===== src/rtl/bldcp_pkg.sv =====
// Package of constants and types for the brushless commutation and protection block
package bldcp_pkg;

  // ------------------------------------------------------------
  // Timing
  // ------------------------------------------------------------
  localparam int CLK_HZ = 50_000_000;
  localparam int OSC_PERIOD_NS = 40_000;
  localparam int OSC_CYCLES = OSC_PERIOD_NS / 20;
  localparam int LATCH_DELAY_OSC = 16;
  localparam int SYNC_STAGES = 3;

  // ------------------------------------------------------------
  // Register map
  // ------------------------------------------------------------
  localparam logic [3:0] ADDR_CTRL = 4'h0;
  localparam logic [3:0] ADDR_STATUS = 4'h1;
  localparam logic [3:0] ADDR_IRQ_STAT = 4'h2;
  localparam logic [3:0] ADDR_IRQ_MASK = 4'h3;
  localparam int CTRL_LATCH_EN_BIT = 0;
  localparam int CTRL_LATCH_CLR_BIT = 1;
  localparam logic [7:0] CTRL_RESET = 8'h00;
  localparam logic [7:0] MASK_RESET = 8'h00;

  // Event bits of the interrupt status register
  localparam int EV_INVALID = 0;
  localparam int EV_DISABLED = 1;
  localparam int EV_OVERCUR = 2;
  localparam int EV_UNDERV = 3;
  localparam int EV_THERMAL = 4;
  localparam int EV_LATCHED = 5;
  localparam int EV_BRAKE = 6;
  localparam int EV_COUNT = 7;

  // ------------------------------------------------------------
  // Types
  // ------------------------------------------------------------
  typedef struct packed {
    logic c;
    logic b;
    logic a;
  } bldcp_phase_type;

  typedef struct packed {
    bldcp_phase_type upper;
    bldcp_phase_type lower;
  } bldcp_drive_type;

  typedef enum logic [1:0] {
    BLDCP_RUN,
    BLDCP_BRAKE_WAIT,
    BLDCP_BRAKE_ON
  } bldcp_brake_type;

endpackage


===== src/rtl/bldcp_top.sv =====
// Commutation, braking and protection logic of a three-phase motor controller
// Operation
// - Hall code selects upper and lower drives
// - Three upper, three lower drive outputs
// - Select high 60 degree, low 120 degree
// - Direction input reverses commutation per code
// - Enable high drives, low coasts
// - Brake high inhibits running, brakes motor
// - Overcurrent ends conduction for oscillator cycle
// - Fault low on six error conditions
// - Optional delayed latched shutdown on overcurrent
// - Six codes valid, two invalid
// - Direction change swaps upper and lower per phase
// - Enable low with brake low: all drives off
// - Brake first; lowers on after uppers off
`timescale 1ns/1ps
module bldcp_top
#(
  parameter int OSC_LEN = bldcp_pkg::OSC_CYCLES,
  parameter int LATCH_OSC = bldcp_pkg::LATCH_DELAY_OSC
) (
  // Clock and reset
  input wire logic CLK,
  input wire logic NRST,
  // Pins from outside
  input wire bldcp_pkg::bldcp_phase_type HALL,
  input wire logic PHASE_60,
  input wire logic DIR_FWD,
  input wire logic ENABLE,
  input wire logic BRAKE,
  input wire logic OVERCUR,
  input wire logic UNDERVOLT,
  input wire logic OVERTEMP,
  // Drives and fault
  output bldcp_pkg::bldcp_drive_type DRIVE,
  output logic FAULT_N,
  output logic OSC_START,
  // Register port
  input wire logic [3:0] ADDR,
  input wire logic [7:0] WDATA,
  input wire logic WR,
  input wire logic RD,
  output logic [7:0] RDATA,
  output logic IRQ
);
  import bldcp_pkg::*;

  localparam int NPIN = 10;

  // ------------------------------------------------------------
  // Pin synchronisers
  // ------------------------------------------------------------
  logic [NPIN-1:0] pin_raw;
  logic [NPIN-1:0] s1_r, s2_r, s3_r, pin_r;
  logic [NPIN-1:0] s1_nxt, s2_nxt, s3_nxt, pin_nxt;
  assign pin_raw = {OVERTEMP, UNDERVOLT, OVERCUR, BRAKE, ENABLE, DIR_FWD, PHASE_60, HALL};

  // Stages two and three must agree, which filters single-cycle glitches
  always_comb begin
    s1_nxt = pin_raw;
    s2_nxt = s1_r;
    s3_nxt = s2_r;
    pin_nxt = pin_r;
    for (int i = 0; i < NPIN; i++) begin
      if (s2_r[i] == s3_r[i]) begin
        pin_nxt[i] = s3_r[i];
      end
    end
  end

  always_ff @(posedge CLK) begin
    if (!NRST) begin
      s1_r <= '0;
      s2_r <= '0;
      s3_r <= '0;
      pin_r <= '0;
    end else begin
      s1_r <= s1_nxt;
      s2_r <= s2_nxt;
      s3_r <= s3_nxt;
      pin_r <= pin_nxt;
    end
  end

  logic [2:0] hall;
  logic sel60, fwd, en, brk, oc, uv, ot;
  assign hall = pin_r[2:0];
  assign sel60 = pin_r[3];
  assign fwd = pin_r[4];
  assign en = pin_r[5];
  assign brk = pin_r[6];
  assign oc = pin_r[7];
  assign uv = pin_r[8];
  assign ot = pin_r[9];

  // ------------------------------------------------------------
  // Position decoder
  // ------------------------------------------------------------
  logic [2:0] code120;
  logic valid;
  bldcp_drive_type fwd_drive, cmd_drive;

  // 60 degree sensors map onto 120 degree codes by inverting the middle sensor
  always_comb begin
    code120 = sel60 ? {hall[2], ~hall[1], hall[0]} : hall;
    valid = !(code120 == 3'h0 || code120 == 3'h7);
    fwd_drive = '0;
    case (code120)
      3'h1: begin
        fwd_drive.upper = 3'h1;
        fwd_drive.lower = 3'h4;
      end
      3'h3: begin
        fwd_drive.upper = 3'h2;
        fwd_drive.lower = 3'h4;
      end
      3'h2: begin
        fwd_drive.upper = 3'h2;
        fwd_drive.lower = 3'h1;
      end
      3'h6: begin
        fwd_drive.upper = 3'h4;
        fwd_drive.lower = 3'h1;
      end
      3'h4: begin
        fwd_drive.upper = 3'h4;
        fwd_drive.lower = 3'h2;
      end
      3'h5: begin
        fwd_drive.upper = 3'h1;
        fwd_drive.lower = 3'h2;
      end
      default: fwd_drive = '0;
    endcase
    // Reverse swaps upper and lower of each phase
    cmd_drive = fwd ? fwd_drive : {fwd_drive.lower, fwd_drive.upper};
  end

  // ------------------------------------------------------------
  // Oscillator and current limit
  // ------------------------------------------------------------
  logic [15:0] osc_r, osc_nxt;
  logic cut_r, cut_nxt;
  logic [7:0] ocnt_r, ocnt_nxt;
  logic latch_r, latch_nxt;
  logic osc_wrap;
  logic latch_en, latch_clr;
  logic [7:0] ctrl_r, ctrl_nxt;

  assign osc_wrap = (osc_r == 16'(OSC_LEN - 1));
  assign latch_en = ctrl_r[CTRL_LATCH_EN_BIT];
  assign latch_clr = WR && ADDR == ADDR_CTRL && WDATA[CTRL_LATCH_CLR_BIT];

  always_comb begin
    osc_nxt = osc_wrap ? 16'h0000 : osc_r + 16'h0001;
    cut_nxt = cut_r;
    ocnt_nxt = ocnt_r;
    latch_nxt = latch_r;
    if (osc_wrap) begin
      cut_nxt = oc;
      // A cycle counts as sustained overcurrent if it was cut at any point
      if (cut_r || oc) begin
        ocnt_nxt = ocnt_r + 8'h01;
      end else begin
        ocnt_nxt = 8'h00;
      end
    end else if (oc) begin
      cut_nxt = 1'b1;
    end
    // Set beats a clear in the same cycle, so a shutdown is never lost
    if (latch_en && ocnt_r == 8'(LATCH_OSC)) begin
      latch_nxt = 1'b1;
      ocnt_nxt = 8'h00;
    end else if (latch_clr) begin
      latch_nxt = 1'b0;
    end
  end

  always_ff @(posedge CLK) begin
    if (!NRST) begin
      osc_r <= 16'h0000;
      cut_r <= 1'b0;
      ocnt_r <= 8'h00;
      latch_r <= 1'b0;
    end else begin
      osc_r <= osc_nxt;
      cut_r <= cut_nxt;
      ocnt_r <= ocnt_nxt;
      latch_r <= latch_nxt;
    end
  end

  // ------------------------------------------------------------
  // Drive selection and brake sequencing
  // ------------------------------------------------------------
  bldcp_brake_type brk_r, brk_nxt;
  bldcp_drive_type drv_r, drv_nxt;
  logic fault_r, fault_nxt;
  logic inhibit;

  assign inhibit = cut_r || oc || latch_r || uv || ot || !valid;

  always_comb begin
    brk_nxt = brk_r;
    drv_nxt = '0;
    case (brk_r)
      BLDCP_RUN: begin
        if (brk) begin
          brk_nxt = BLDCP_BRAKE_WAIT;
        end else if (en && !inhibit) begin
          drv_nxt = cmd_drive;
        end else begin
          drv_nxt = '0;
        end
      end
      // Uppers are already off here; lowers wait one cycle so the bridge never shoots through
      BLDCP_BRAKE_WAIT: begin
        brk_nxt = brk ? BLDCP_BRAKE_ON : BLDCP_RUN;
      end
      BLDCP_BRAKE_ON: begin
        if (brk && drv_r.upper == 3'b000) begin
          drv_nxt.lower = 3'b111;
        end else begin
          brk_nxt = BLDCP_RUN;
        end
      end
      default: brk_nxt = BLDCP_RUN;
    endcase
    fault_nxt = !(!valid || !en || oc || uv || ot || latch_r);
  end

  always_ff @(posedge CLK) begin
    if (!NRST) begin
      brk_r <= BLDCP_RUN;
      drv_r <= '0;
      fault_r <= 1'b1;
    end else begin
      brk_r <= brk_nxt;
      drv_r <= drv_nxt;
      fault_r <= fault_nxt;
    end
  end

  assign DRIVE = drv_r;
  assign FAULT_N = fault_r;
  assign OSC_START = (osc_r == 16'h0000);

  // ------------------------------------------------------------
  // Registers and interrupt
  // ------------------------------------------------------------
  logic [EV_COUNT-1:0] ev, ist_r, ist_nxt, mask_r, mask_nxt;
  logic [7:0] rdata_r, rdata_nxt;

  assign ev = {brk, latch_r, ot, uv, oc, !en, !valid};

  // A new event beats a write-one clear in the same cycle
  always_comb begin
    ctrl_nxt = ctrl_r;
    mask_nxt = mask_r;
    ist_nxt = ist_r;
    if (WR && ADDR == ADDR_CTRL) begin
      ctrl_nxt = {7'h00, WDATA[CTRL_LATCH_EN_BIT]};
    end
    if (WR && ADDR == ADDR_IRQ_MASK) begin
      mask_nxt = WDATA[EV_COUNT-1:0];
    end
    if (WR && ADDR == ADDR_IRQ_STAT) begin
      ist_nxt = ist_r & ~WDATA[EV_COUNT-1:0];
    end
    ist_nxt = ist_nxt | ev;
    rdata_nxt = 8'h00;
    if (RD) begin
      case (ADDR)
        ADDR_CTRL: rdata_nxt = ctrl_r;
        ADDR_STATUS: rdata_nxt = {1'b0, ev};
        ADDR_IRQ_STAT: rdata_nxt = {1'b0, ist_r};
        ADDR_IRQ_MASK: rdata_nxt = {1'b0, mask_r};
        default: rdata_nxt = 8'h00;
      endcase
    end
  end

  always_ff @(posedge CLK) begin
    if (!NRST) begin
      ctrl_r <= CTRL_RESET;
      mask_r <= MASK_RESET[EV_COUNT-1:0];
      ist_r <= '0;
      rdata_r <= 8'h00;
    end else begin
      ctrl_r <= ctrl_nxt;
      mask_r <= mask_nxt;
      ist_r <= ist_nxt;
      rdata_r <= rdata_nxt;
    end
  end

  assign RDATA = rdata_r;
  assign IRQ = |(ist_r & mask_r);

endmodule // bldcp_top


===== config.mk =====
export PLATFORM = sky130hd
export DESIGN_NAME = bldcp_top
export DESIGN_NICKNAME = d
export VERILOG_FILES = /design/src/rtl/bldcp_pkg.sv /design/src/rtl/bldcp_top.sv
export SDC_FILE = /design/constraint.sdc
export NUM_CORES = 1
export LEC_CHECK = 0
export ABC_AREA = 1
export BUFFER_PORTS_ARGS = -buffer_cell sky130_fd_sc_hd__buf_4
export CAP_MARGIN = 20
export CORE_MARGIN = 2
export CORE_UTILIZATION = 30
export CTS_CLUSTER_DIAMETER = 50
export DETAILED_ROUTE_END_ITERATION = 12
export GPL_TIMING_DRIVEN = 0
export PLACE_DENSITY_LB_ADDON = 0.2
export SLEW_MARGIN = 20
export SYNTH_ARGS = -nofsm -noshare
export SYNTH_HDL_FRONTEND = slang
export SYNTH_SLANG_ARGS = --single-unit

===== constraint.sdc =====
create_clock -name CLK -period 3.8 [get_ports CLK]
set_clock_uncertainty 0.05 [all_clocks]
set_input_delay 0.57 -clock CLK [delete_from_list [all_inputs] [get_ports CLK]]
set_output_delay 0.57 -clock CLK [all_outputs]
set_load 0.02 [all_outputs]

Word level (Yosys, flattened, before mapping):

Index checks and enable logic that the tools add are counted.

* bitwise logic cells: 8
* magnitude comparators: 0
* divide/modulo/power cells: 0
* multiply operators: 0
* multiplexer cells: 18
* equal/unequal tests: 26
* add/sub/neg operators: 2
* reductions and logical operators: 34
* shift operators: 0

Operator list (count)
* 6-bit case mux with 6 select lines: 1
* 7-bit case mux with 4 select lines: 1
* 16-bit by 1-bit adder with 16-bit output, second input constant: 1
* 16-bit by 11-bit == test with 1-bit output, second input constant: 1
* 16-bit logical NOT: 1
* 7-bit bitwise AND: 2
* 3-bit == test, second input constant: 4
* 1-bit logical OR: 11
* 1-bit == test: 10
* 3-bit 2-to-1 mux: 3
* 8-bit by 1-bit adder with 8-bit output, second input constant: 1
* 4-bit by 2-bit == test with 1-bit output, second input constant: 2
* 8-bit by 5-bit == test with 1-bit output, second input constant: 1
* 2-bit 2-to-1 mux: 4
* 8-bit 2-to-1 mux: 1
* 1-bit logical AND: 7
* 7-bit 2-to-1 mux: 1
* 7-bit NOT: 1
* 7-bit OR: 1
* 7-bit OR reduction: 1
* 3-bit by 2-bit == test with 1-bit output, second input constant: 2
* 3-bit logical NOT: 2
* 6-bit 2-to-1 mux: 1
* 2-bit case mux with 3 select lines: 1
* 15 further kinds: 27

* bits in read-only memories: 0
* bits in latches: 0
* input bits: 26
* register bits: 98
* RAM bits: 0
* memories: 0
* output and inout bits: 17

Logic depth before layout (Yosys ltp):

Gate-level depths: netlist of run 1.

* depth after elaboration: 10
* depth in mapped cells: 9

Least setup slack after synthesis of run 1:

Ideal clock, no wire load.

* path kind: flip-flop to output port
* from: reg osc_r[10]
* to: out OSC_START
* stages on the path, launching flop included: 4
* path slack: 2.040 ns
* data arrival time: 1.140 ns
* path buffers: 0
* data required time: 3.180 ns
* cells stage by stage: dfxtp_1 > nor4_1 > nand4_1 > nor3_1

* word-level cells in the longest chain between the ends: 1

RTL lines
* from (decl): line bldcp_top.sv:142 `logic [15:0] osc_r, osc_nxt;`
* from (signal assigned): line bldcp_top.sv:186 `osc_r <= osc_nxt;`
* 16-bit logical NOT: line bldcp_top.sv:246 `assign OSC_START = (osc_r == 16'h0000);`
* to (decl): line bldcp_top.sv:37 `output logic OSC_START,`

Every way passes these cells.

Worst setup path after layout of run 1:

Ends and elaborated chain as after synthesis.

==> results.json, run 1 <==
{
  "power_density_nw_per_um2": 406,
  "grt_max_degree": 16,
  "rsz0062_at_grt": "false",
  "fp.dieW_um": 121,
  "seq_power_share_pct": 52.8,
  "cap_violations": 0,
  "grt_pass1_wl_um": 14900,
  "routed_wl_um": 8740,
  "fin_tns_setup_ns": 0,
  "syn_inst": 545,
  "crit_arrival_ns": 1.42,
  "worstSetupEndpointType": "output port",
  "drive_above_1_share_pct": 15.7,
  "layout_common_cells": "nand2_1 (118), dfxtp_1 (97), inv_1 (91)",
  "areaGrowthSynthToFinish_pct": 19.3,
  "clockBufferDepth": 2,
  "synth.area.top_cells": "dfxtp_1 (47%), nand2_1 (11%), inv_1 (8.3%)",
  "netSwitchingPower_mw": 0.447,
  "core.rowCount": 42,
  "numCtsBuffers": 9,
  "design.portCount": 43,
  "hold_start": "HALL[2]",
  "post-route-period-util_pct": 53.8,
  "mostFrequentLayoutCell": "nand2_1",
  "antennaDiodeCount": 0,
  "drtIter0Drc": 221,
  "route.detailed.wl_per_inst_um": 11.3,
  "leakage_nw": 2.15,
  "synth_top_area_cell": "dfxtp_1",
  "synth-seq-area-share_pct": 47.4,
  "slew_violations": 0,
  "reg2reg_depth": 7,
  "use_met3_pct": 2.83,
  "holdPathEnd": "s1_r[2]",
  "instances_no_fill": 775,
  "cts_hold_buf": 0,
  "r2r_slack_ns": 2.19,
  "nets": 626,
  "cts-resized-gates": 0,
  "setup_viol": 0,
  "die_h_um": 121,
  "place_ws_ns": 1.97,
  "synth_nets": 575,
  "p_sw_share_pct": 22.6,
  "p_int_mw": 1.53,
  "comb_power_share_pct": 5.0,
  "r2r_end": "osc_r[8]",
  "met2_usage_pct": 20.0,
  "synth_seq_cells": 97,
  "dr.pass1.iters": 5,
  "design.core.area_um2": 13300,
  "grt_pass1_vias": 3236,
  "syn_area_um2": 4090,
  "path_class": "register to output port",
  "setup_ws_ns": 1.76,
  "ctsRootBufferMaster": "clkbuf_16",
  "drtAntennaViolNets": 0,
  "portBuffers": 40,
  "hpwlAfterDp_um": 6420,
  "antenna_found_initial": 0,
  "r2r-start": "osc_r[0]",
  "start_util_pct": 30.8,
  "place.gp.congestion": 0.847,
  "ys_types": 34,
  "vias_per_cell": 4.46,
  "h-tree-depth": 3,
  "cp-start-kind": "register",
  "hp-class": "input pin to register",
  "synth_top_area_share_pct": 47.4,
  "hold_viol": 0,
  "yosys_warnings": 0,
  "drc": 0,
  "path_clk_slew_ns": 0.06,
  "power_frac_clock_pct": 42.2,
  "vias": 3453,
  "dieArea_um2": 14600,
  "met1_usage_pct": 17.1,
  "critPathRequiredTime_ns": 3.18,
  "holdPathStages": 3,
  "ir_drop_mv": 0.167,
  "crit_fanout": 4,
  "status": "completed",
  "grt.overflow.total": 0,
  "max_freq_mhz": 489,
  "period_needed_ns": 2.04,
  "grt_use_total_pct": 12.8,
  "cts_setup_buffers": 0,
  "cts_sinks": 97,
  "cts_tree": "built",
  "dp.cells": 761,
  "syn_area_per_cell_um2": 7.51,
  "grt-busiest-layer": "met2",
  "clk_latency_ns": 0.34
}
## sequential cells by signal (all words and copies together), names as in the netlist
register and cells:
s2_r 10, pin_r 10, ctrl_r 1, s1_r 10, brk_r 2, RDATA 7
ist_r 7, s3_r 10, DRIVE 6, latch_r 1, cut_r 1, osc_r 16
FAULT_N 1, ocnt_r 8, mask_r 7
## critical path, cell delays in order (launching register included)
cell and delay (ns):
dfxtp_1 0.35, nor4_1 0.28, nand4_1 0.11, nor3_1 0.18, buf_4 0.18
## layer usage
layer | routed length [um] | up-vias
met5 | 0 | -
met4 | 120 | 0
met3 | 446 | 9
met2 | 3880 | 82
met1 | 4300 | 1544
li1 | - | 1818
## cell usage after synthesis (all sizes together)
library cell,instances
nand2,124
dfxtp,97
inv,94
nor2,62
a21oi,45
nand3,38
o21ai,20
nand4,15
nor3,11
buf,7
clkbuf,6
o211ai,6
xor2,6
ha,4
nor4,2
xnor2,2
a221oi,1
conb,1
nor3b,1
o21bai,1
o221ai,1
or2,1
## worst max path at each step
stage	from	end	slack (ns)
after floorplan	osc_r[10]	OSC_START	2.04
after global placement	ADDR[3]	ist_r[0]	1.95
after detailed placement	ADDR[3]	ist_r[0]	1.97
after CTS	osc_r[10]	OSC_START	1.74
after global routing	osc_r[10]	OSC_START	1.62
final	osc_r[10]	OSC_START	1.76
## through the flow
step	instance area (um2)	hold WS (ns)	util [%]	total power, mW
floorplan	4090	0.340	-	1.12
global placement	4610	0.346	34.7	1.17
detailed placement	4610	0.350	34.7	1.17
CTS	4880	0.345	36.7	2.01
global route	4880	0.351	36.7	2.07
finish	4880	0.359	36.7	1.98
## power by group through the flow
stage	registers, mW	clock network [mW]	logic (mW)
finish	1.05	0.835	0.0993
global route	1.05	0.908	0.113
CTS	1.05	0.867	0.101
detailed placement	1.07	0	0.101
global placement	1.07	0	0.0992
floorplan	1.07	0	0.0552
## logic make-up (layout without fill, tap and decap cells)
family,after synthesis,after routing,share of synthesized area [%]
AO/OA/AOI/OAI,74,74,9.84
XOR/XNOR,8,8,1.71
adder cells (fa/ha/maj),4,4,1.22
buffers and inverters,107,161,10.5
flip-flops,97,97,47.4
other,1,1,0.0916
AND/OR/NAND/NOR,254,254,29.1
## layout make-up
type | instances | area (um2)
fillers | 1409 | 8410
multi-input cells | 341 | 1720
clock buffers | 10 | 239
plain buffers | 13 | 78.8
inverters | 94 | 353
flip-flops and latches | 97 | 1940
repair buffers | 40 | 300
clock inverters | 4 | 30.0
well taps | 176 | 220
(Power assumes the default switching activity.)
==> run 2, diff against run 1 <==
Clock period 3.8 ns to 1.8 ns, I/O delays scaled along.
==> run 2 against run 1 <==
Sequential power up 110%. Global-route usage did not move. Register-to-register slack worse by 2.0 ns. First-iteration DRC count down 4.5%. Cell count unchanged. Core utilization grew 0.13 points. Critical path depth stayed put. Die area stayed put. Hold slack worse by 0.30 ns. Clock power up 110%. Largest power group unchanged.
==> results.json, run 2 (same netlist as run 1, synthesis figures left out) <==
{
  "fp.dieW_um": 121,
  "crit_fanout": 4,
  "hpwlAfterDp_um": 6420,
  "start_util_pct": 30.8,
  "design.portCount": 43,
  "status": "completed",
  "path_clk_slew_ns": 0.06,
  "drive_above_1_share_pct": 16.2,
  "antennaDiodeCount": 0,
  "layout_common_cells": "nand2_1 (118), dfxtp_1 (97), inv_1 (91)",
  "antenna_found_initial": 0,
  "route.detailed.wl_per_inst_um": 11.3,
  "ir_drop_mv": 0.352,
  "die_h_um": 121,
  "cts_setup_buffers": 0,
  "worstSetupEndpointType": "output port",
  "critPathRequiredTime_ns": 1.48,
  "fillers": 1409,
  "power_mw": 4.19,
  "leakage_nw": 2.15,
  "instances_no_fill": 775,
  "mostFrequentLayoutCell": "nand2_1",
  "core.rowCount": 42,
  "power_density_nw_per_um2": 854,
  "cts_sinks": 97,
  "path_class": "register to output port",
  "grt_pass1_vias": 3236,
  "dp.cells": 761,
  "largest_register_ffs": 16,
  "drtAntennaViolNets": 0,
  "vias_per_cell": 4.46,
  "whs_ns": 0.0585,
  "drt-met1-wl_um": 4340,
  "routed_wl_um": 8770,
  "cts_tree": "built",
  "grt.overflow.total": 0,
  "setup_viol": 0,
  "nets": 626,
  "wl_met2_um": 3900,
  "top_register": "osc_r",
  "cp-start-kind": "register",
  "cap_violations": 0,
  "vias": 3459,
  "h-tree-depth": 3,
  "portBuffers": 40,
  "post-route-period-util_pct": 94.8,
  "drc": 0,
  "hp-class": "input pin to register",
  "fin_tns_setup_ns": 0,
  "design.core.area_um2": 13300,
  "dieArea_um2": 14600,
  "ctsRootBufferMaster": "clkbuf_16",
  "crit_arrival_ns": 1.39,
  "place.gp.congestion": 0.847,
  "cts_hold_buf": 0,
  "dr.pass1.iters": 4,
  "slew_violations": 0,
  "clockBufferDepth": 2,
  "clk_latency_ns": 0.34,
  "dr.max_layer_used": "met4",
  "hold_viol": 0,
  "grt_use_total_pct": 12.8,
  "areaGrowthSynthToFinish_pct": 19.7,
  "max_freq_mhz": 586,
  "period_needed_ns": 1.71,
  "grt_pass1_wl_um": 14900,
  "grt_max_degree": 16,
  "dr_wl_met3_um": 401,
  "drtIter0Drc": 211,
  "numCtsBuffers": 9
}
## run 2: cell counts in the layout (fill, tap and decap cells not counted)
Identical to the previous run, type by type.
## run 2: power by group
| part | internal [mW] | leakage (nW) | total [mW] | switching [mW] |
|---|---|---|---|---|
| logic | 0.0880 | 1.23 | 0.211 | 0.123 |
| clock network | 0.964 | 0.131 | 1.77 | 0.802 |
| registers | 2.19 | 0.788 | 2.21 | 0.0219 |
| total | 3.24 | 2.15 | 4.19 | 0.947 |
## run 2: path summary, 6_finish.rpt
check	from	end	slack, ns	cells past startpoint
hold / removal	HALL[2]	s1_r[2]	0.06	3
hold reg to reg	s1_r[2]	s2_r[2]	0.36	2
setup reg to reg	osc_r[0]	osc_r[8]	0.19	7
setup / recovery	osc_r[12]	OSC_START	0.09	4
## run 2: layer usage
metal	track usage, %	vias to the layer above
met1	17.1	1553
met3	2.83	11
met2	20.0	76
met5	0	-
met4	5.45	0
li1	-	1819
## run 2: repair_timing
action,CTS,global route
hold endpoints to repair,0,0
endpoints found under the setup margin,0,2
gates resized for setup,0,3
## run 2: final cells by class
| type | instances | area (um2) | share of cell area (%) |
|---|---|---|---|
| repair buffers | 40 | 300 | 6.13 |
| plain buffers | 13 | 78.8 | 1.61 |
| inverters | 94 | 353 | 7.20 |
| flip-flops and latches | 97 | 1940 | 39.6 |
| clock inverters | 4 | 30.0 | 0.613 |
| well taps | 176 | 220 | 4.49 |
| clock buffers | 10 | 239 | 4.88 |
| multi-input cells | 341 | 1740 | 35.4 |
## run 2: critical path, cell delays in order, from the launching register on
cell and delay, ns:
dfxtp_1 0.33, inv_1 0.10, nand3_1 0.21, nor3_2 0.24, buf_4 0.16
## run 2: per-stage QoR
step / util [%] / worst slack, ns / area, um2
4_1_cts: 36.7 / 0.0380 / 4880
3_3_place_gp: 34.7 / 0.227 / 4610
2_1_floorplan: - / 0.340 / 4090
6_report: 36.9 / 0.0945 / 4900
5_1_grt: 36.9 / -0.00745 / 4900
3_5_place_dp: 34.7 / 0.183 / 4610
==> run 3, diff against run 2 <==
Settings changed: CORE_MARGIN 2 to 8, CTS_BUF_LIST set to sky130_fd_sc_hd__clkbuf_8 sky130_fd_sc_hd__clkbuf_16.
==> run 3 against run 2 <==
Highest routed layer unchanged. Setup slack got worse by 0.020 ns. Largest power group unchanged. Critical path type unchanged. Combinational power barely moved. Global-route usage fell by 2.2 points. First-iteration DRC count rose by 4.7%. Total power grew 4.9%. Clock power rose by 11%. Sequential cell count is the same. Critical path depth unchanged. Core utilization rose by 0.26 points. Sequential power hardly changed. Wire length up 0.90%. Cell count rose by 0.26%.
==> results.json, run 3 (same netlist as run 1, synthesis figures left out) <==
{
  "status": "completed",
  "crit_arrival_ns": 1.41,
  "grt.overflow.total": 0,
  "design.core.area_um2": 13300,
  "path_clk_slew_ns": 0.07,
  "path_class": "register to output port",
  "power_frac_clock_pct": 44.9,
  "hpwlAfterDp_um": 6610,
  "fp.dieW_um": 133,
  "p_int_mw": 3.37,
  "numCtsBuffers": 9,
  "power_density_nw_per_um2": 889,
  "instances_no_fill": 777,
  "seq_power_share_pct": 50.3,
  "cts_setup_buffers": 0,
  "ctsRootBufferMaster": "clkbuf_16",
  "cp-start-kind": "register",
  "ir_drop_mv": 0.455,
  "core.rowCount": 42,
  "whs_ns": 0.0537,
  "critPathRequiredTime_ns": 1.48,
  "cts-resized-gates": 0,
  "r2r_end": "osc_r[9]",
  "post-route-period-util_pct": 95.8,
  "rsz0062_at_grt": "true",
  "comb_power_share_pct": 4.8,
  "place.gp.congestion": 0.839,
  "holdPathStages": 3,
  "p_sw_share_pct": 23.3,
  "dpl_cell_area_um2": 4610,
  "leakage_nw": 2.17,
  "clk_latency_ns": 0.34,
  "drive_above_1_share_pct": 16.5,
  "max_freq_mhz": 580,
  "cap_violations": 0,
  "startpoint": "osc_r[10]",
  "holdPathEnd": "s1_r[0]",
  "cts_tree": "built",
  "hp-class": "input pin to register",
  "largest_register_ffs": 16,
  "die_h_um": 133,
  "nets": 626,
  "grt_max_degree": 18,
  "setup_viol": 0,
  "grt_use_total_pct": 10.6,
  "dr.pass1.iters": 5,
  "hold_viol": 0,
  "finalInstanceArea_um2": 4930,
  "period_needed_ns": 1.73,
  "antennaDiodeCount": 0,
  "worstSetupEndpointType": "output port",
  "drtAntennaViolNets": 0,
  "route.detailed.wl_per_inst_um": 11.4,
  "start_util_pct": 30.8,
  "vias_per_cell": 4.45,
  "grt_pass1_wl_um": 15500,
  "top_register": "osc_r",
  "grt_pass1_vias": 3377,
  "cts_sinks": 97,
  "finish.utilization_pct": 37.1,
  "crit_fanout": 4,
  "slew_violations": 0,
  "dieArea_um2": 17600,
  "layout_common_cells": "nand2_1 (118), dfxtp_1 (97), inv_1 (92)",
  "netSwitchingPower_mw": 1.02,
  "r2r-start": "osc_r[0]",
  "reg2reg_depth": 7,
  "dp.cells": 761,
  "areaGrowthSynthToFinish_pct": 20.6,
  "drtIter0Drc": 221,
  "hold_start": "HALL[0]",
  "drc": 0,
  "vias": 3458,
  "r2r_slack_ns": 0.21,
  "h-tree-depth": 3,
  "portBuffers": 40,
  "routed_wl_um": 8850,
  "mostFrequentLayoutCell": "nand2_1",
  "clockBufferDepth": 2,
  "design.portCount": 43,
  "cts_hold_buf": 0,
  "antenna_found_initial": 0
}
[run 3: area by class of cell]
| type | instances | area (um2) |
|---|---|---|
| repair buffers | 40 | 300 |
| clock buffers | 9 | 225 |
| flip-flops and latches | 97 | 1940 |
| multi-input cells | 341 | 1740 |
| inverters | 94 | 353 |
| well taps | 176 | 220 |
| plain buffers | 13 | 78.8 |
| fillers | 1398 | 8360 |
| clock inverters | 7 | 77.6 |
[run 3: worst max-delay path by stage]
stage	endpoint	slack [ns]	cells after the start
2_1_floorplan	OSC_START	0.34	3
3_3_place_gp	osc_r[8]	0.22	7
3_5_place_dp	osc_r[8]	0.21	7
4_1_cts	OSC_START	0.02	4
5_1_grt	OSC_START	-0.006	4
6_report	OSC_START	0.07	4
[run 3: worst max-delay path, stage by stage (launching register included)]
cell     delay (ns)
dfxtp_1        0.35
nor4_1         0.28
nand4_1        0.13
nor3_2         0.15
buf_4          0.17
[run 3: metrics by stage]
step                      TNS (ns)  setup WS [ns]  power [mW]
after floorplan                  0          0.340        2.37
after global placement           0          0.222        2.47
after detailed placement         0          0.207        2.47
after CTS                        0         0.0183        4.46
after global routing      -0.00588       -0.00588        4.57
final                            0         0.0749        4.39
[run 3: power by group through the flow]
stage / clock, mW / combinational [mW] / sequential (mW)
final: 1.97 / 0.210 / 2.21
after global routing: 2.12 / 0.238 / 2.21
after CTS: 2.04 / 0.212 / 2.21
after detailed placement: 0 / 0.212 / 2.26
after global placement: 0 / 0.210 / 2.26
after floorplan: 0 / 0.116 / 2.26
[run 3: layer usage]
layer | wire (um) | global-route usage (%) | vias to the layer above
met5 | 0 | 0 | -
met4 | 146 | 4.92 | 0
met3 | 352 | 2.46 | 10
met2 | 3940 | 16.6 | 72
met1 | 4420 | 13.6 | 1553
li1 | - | - | 1823
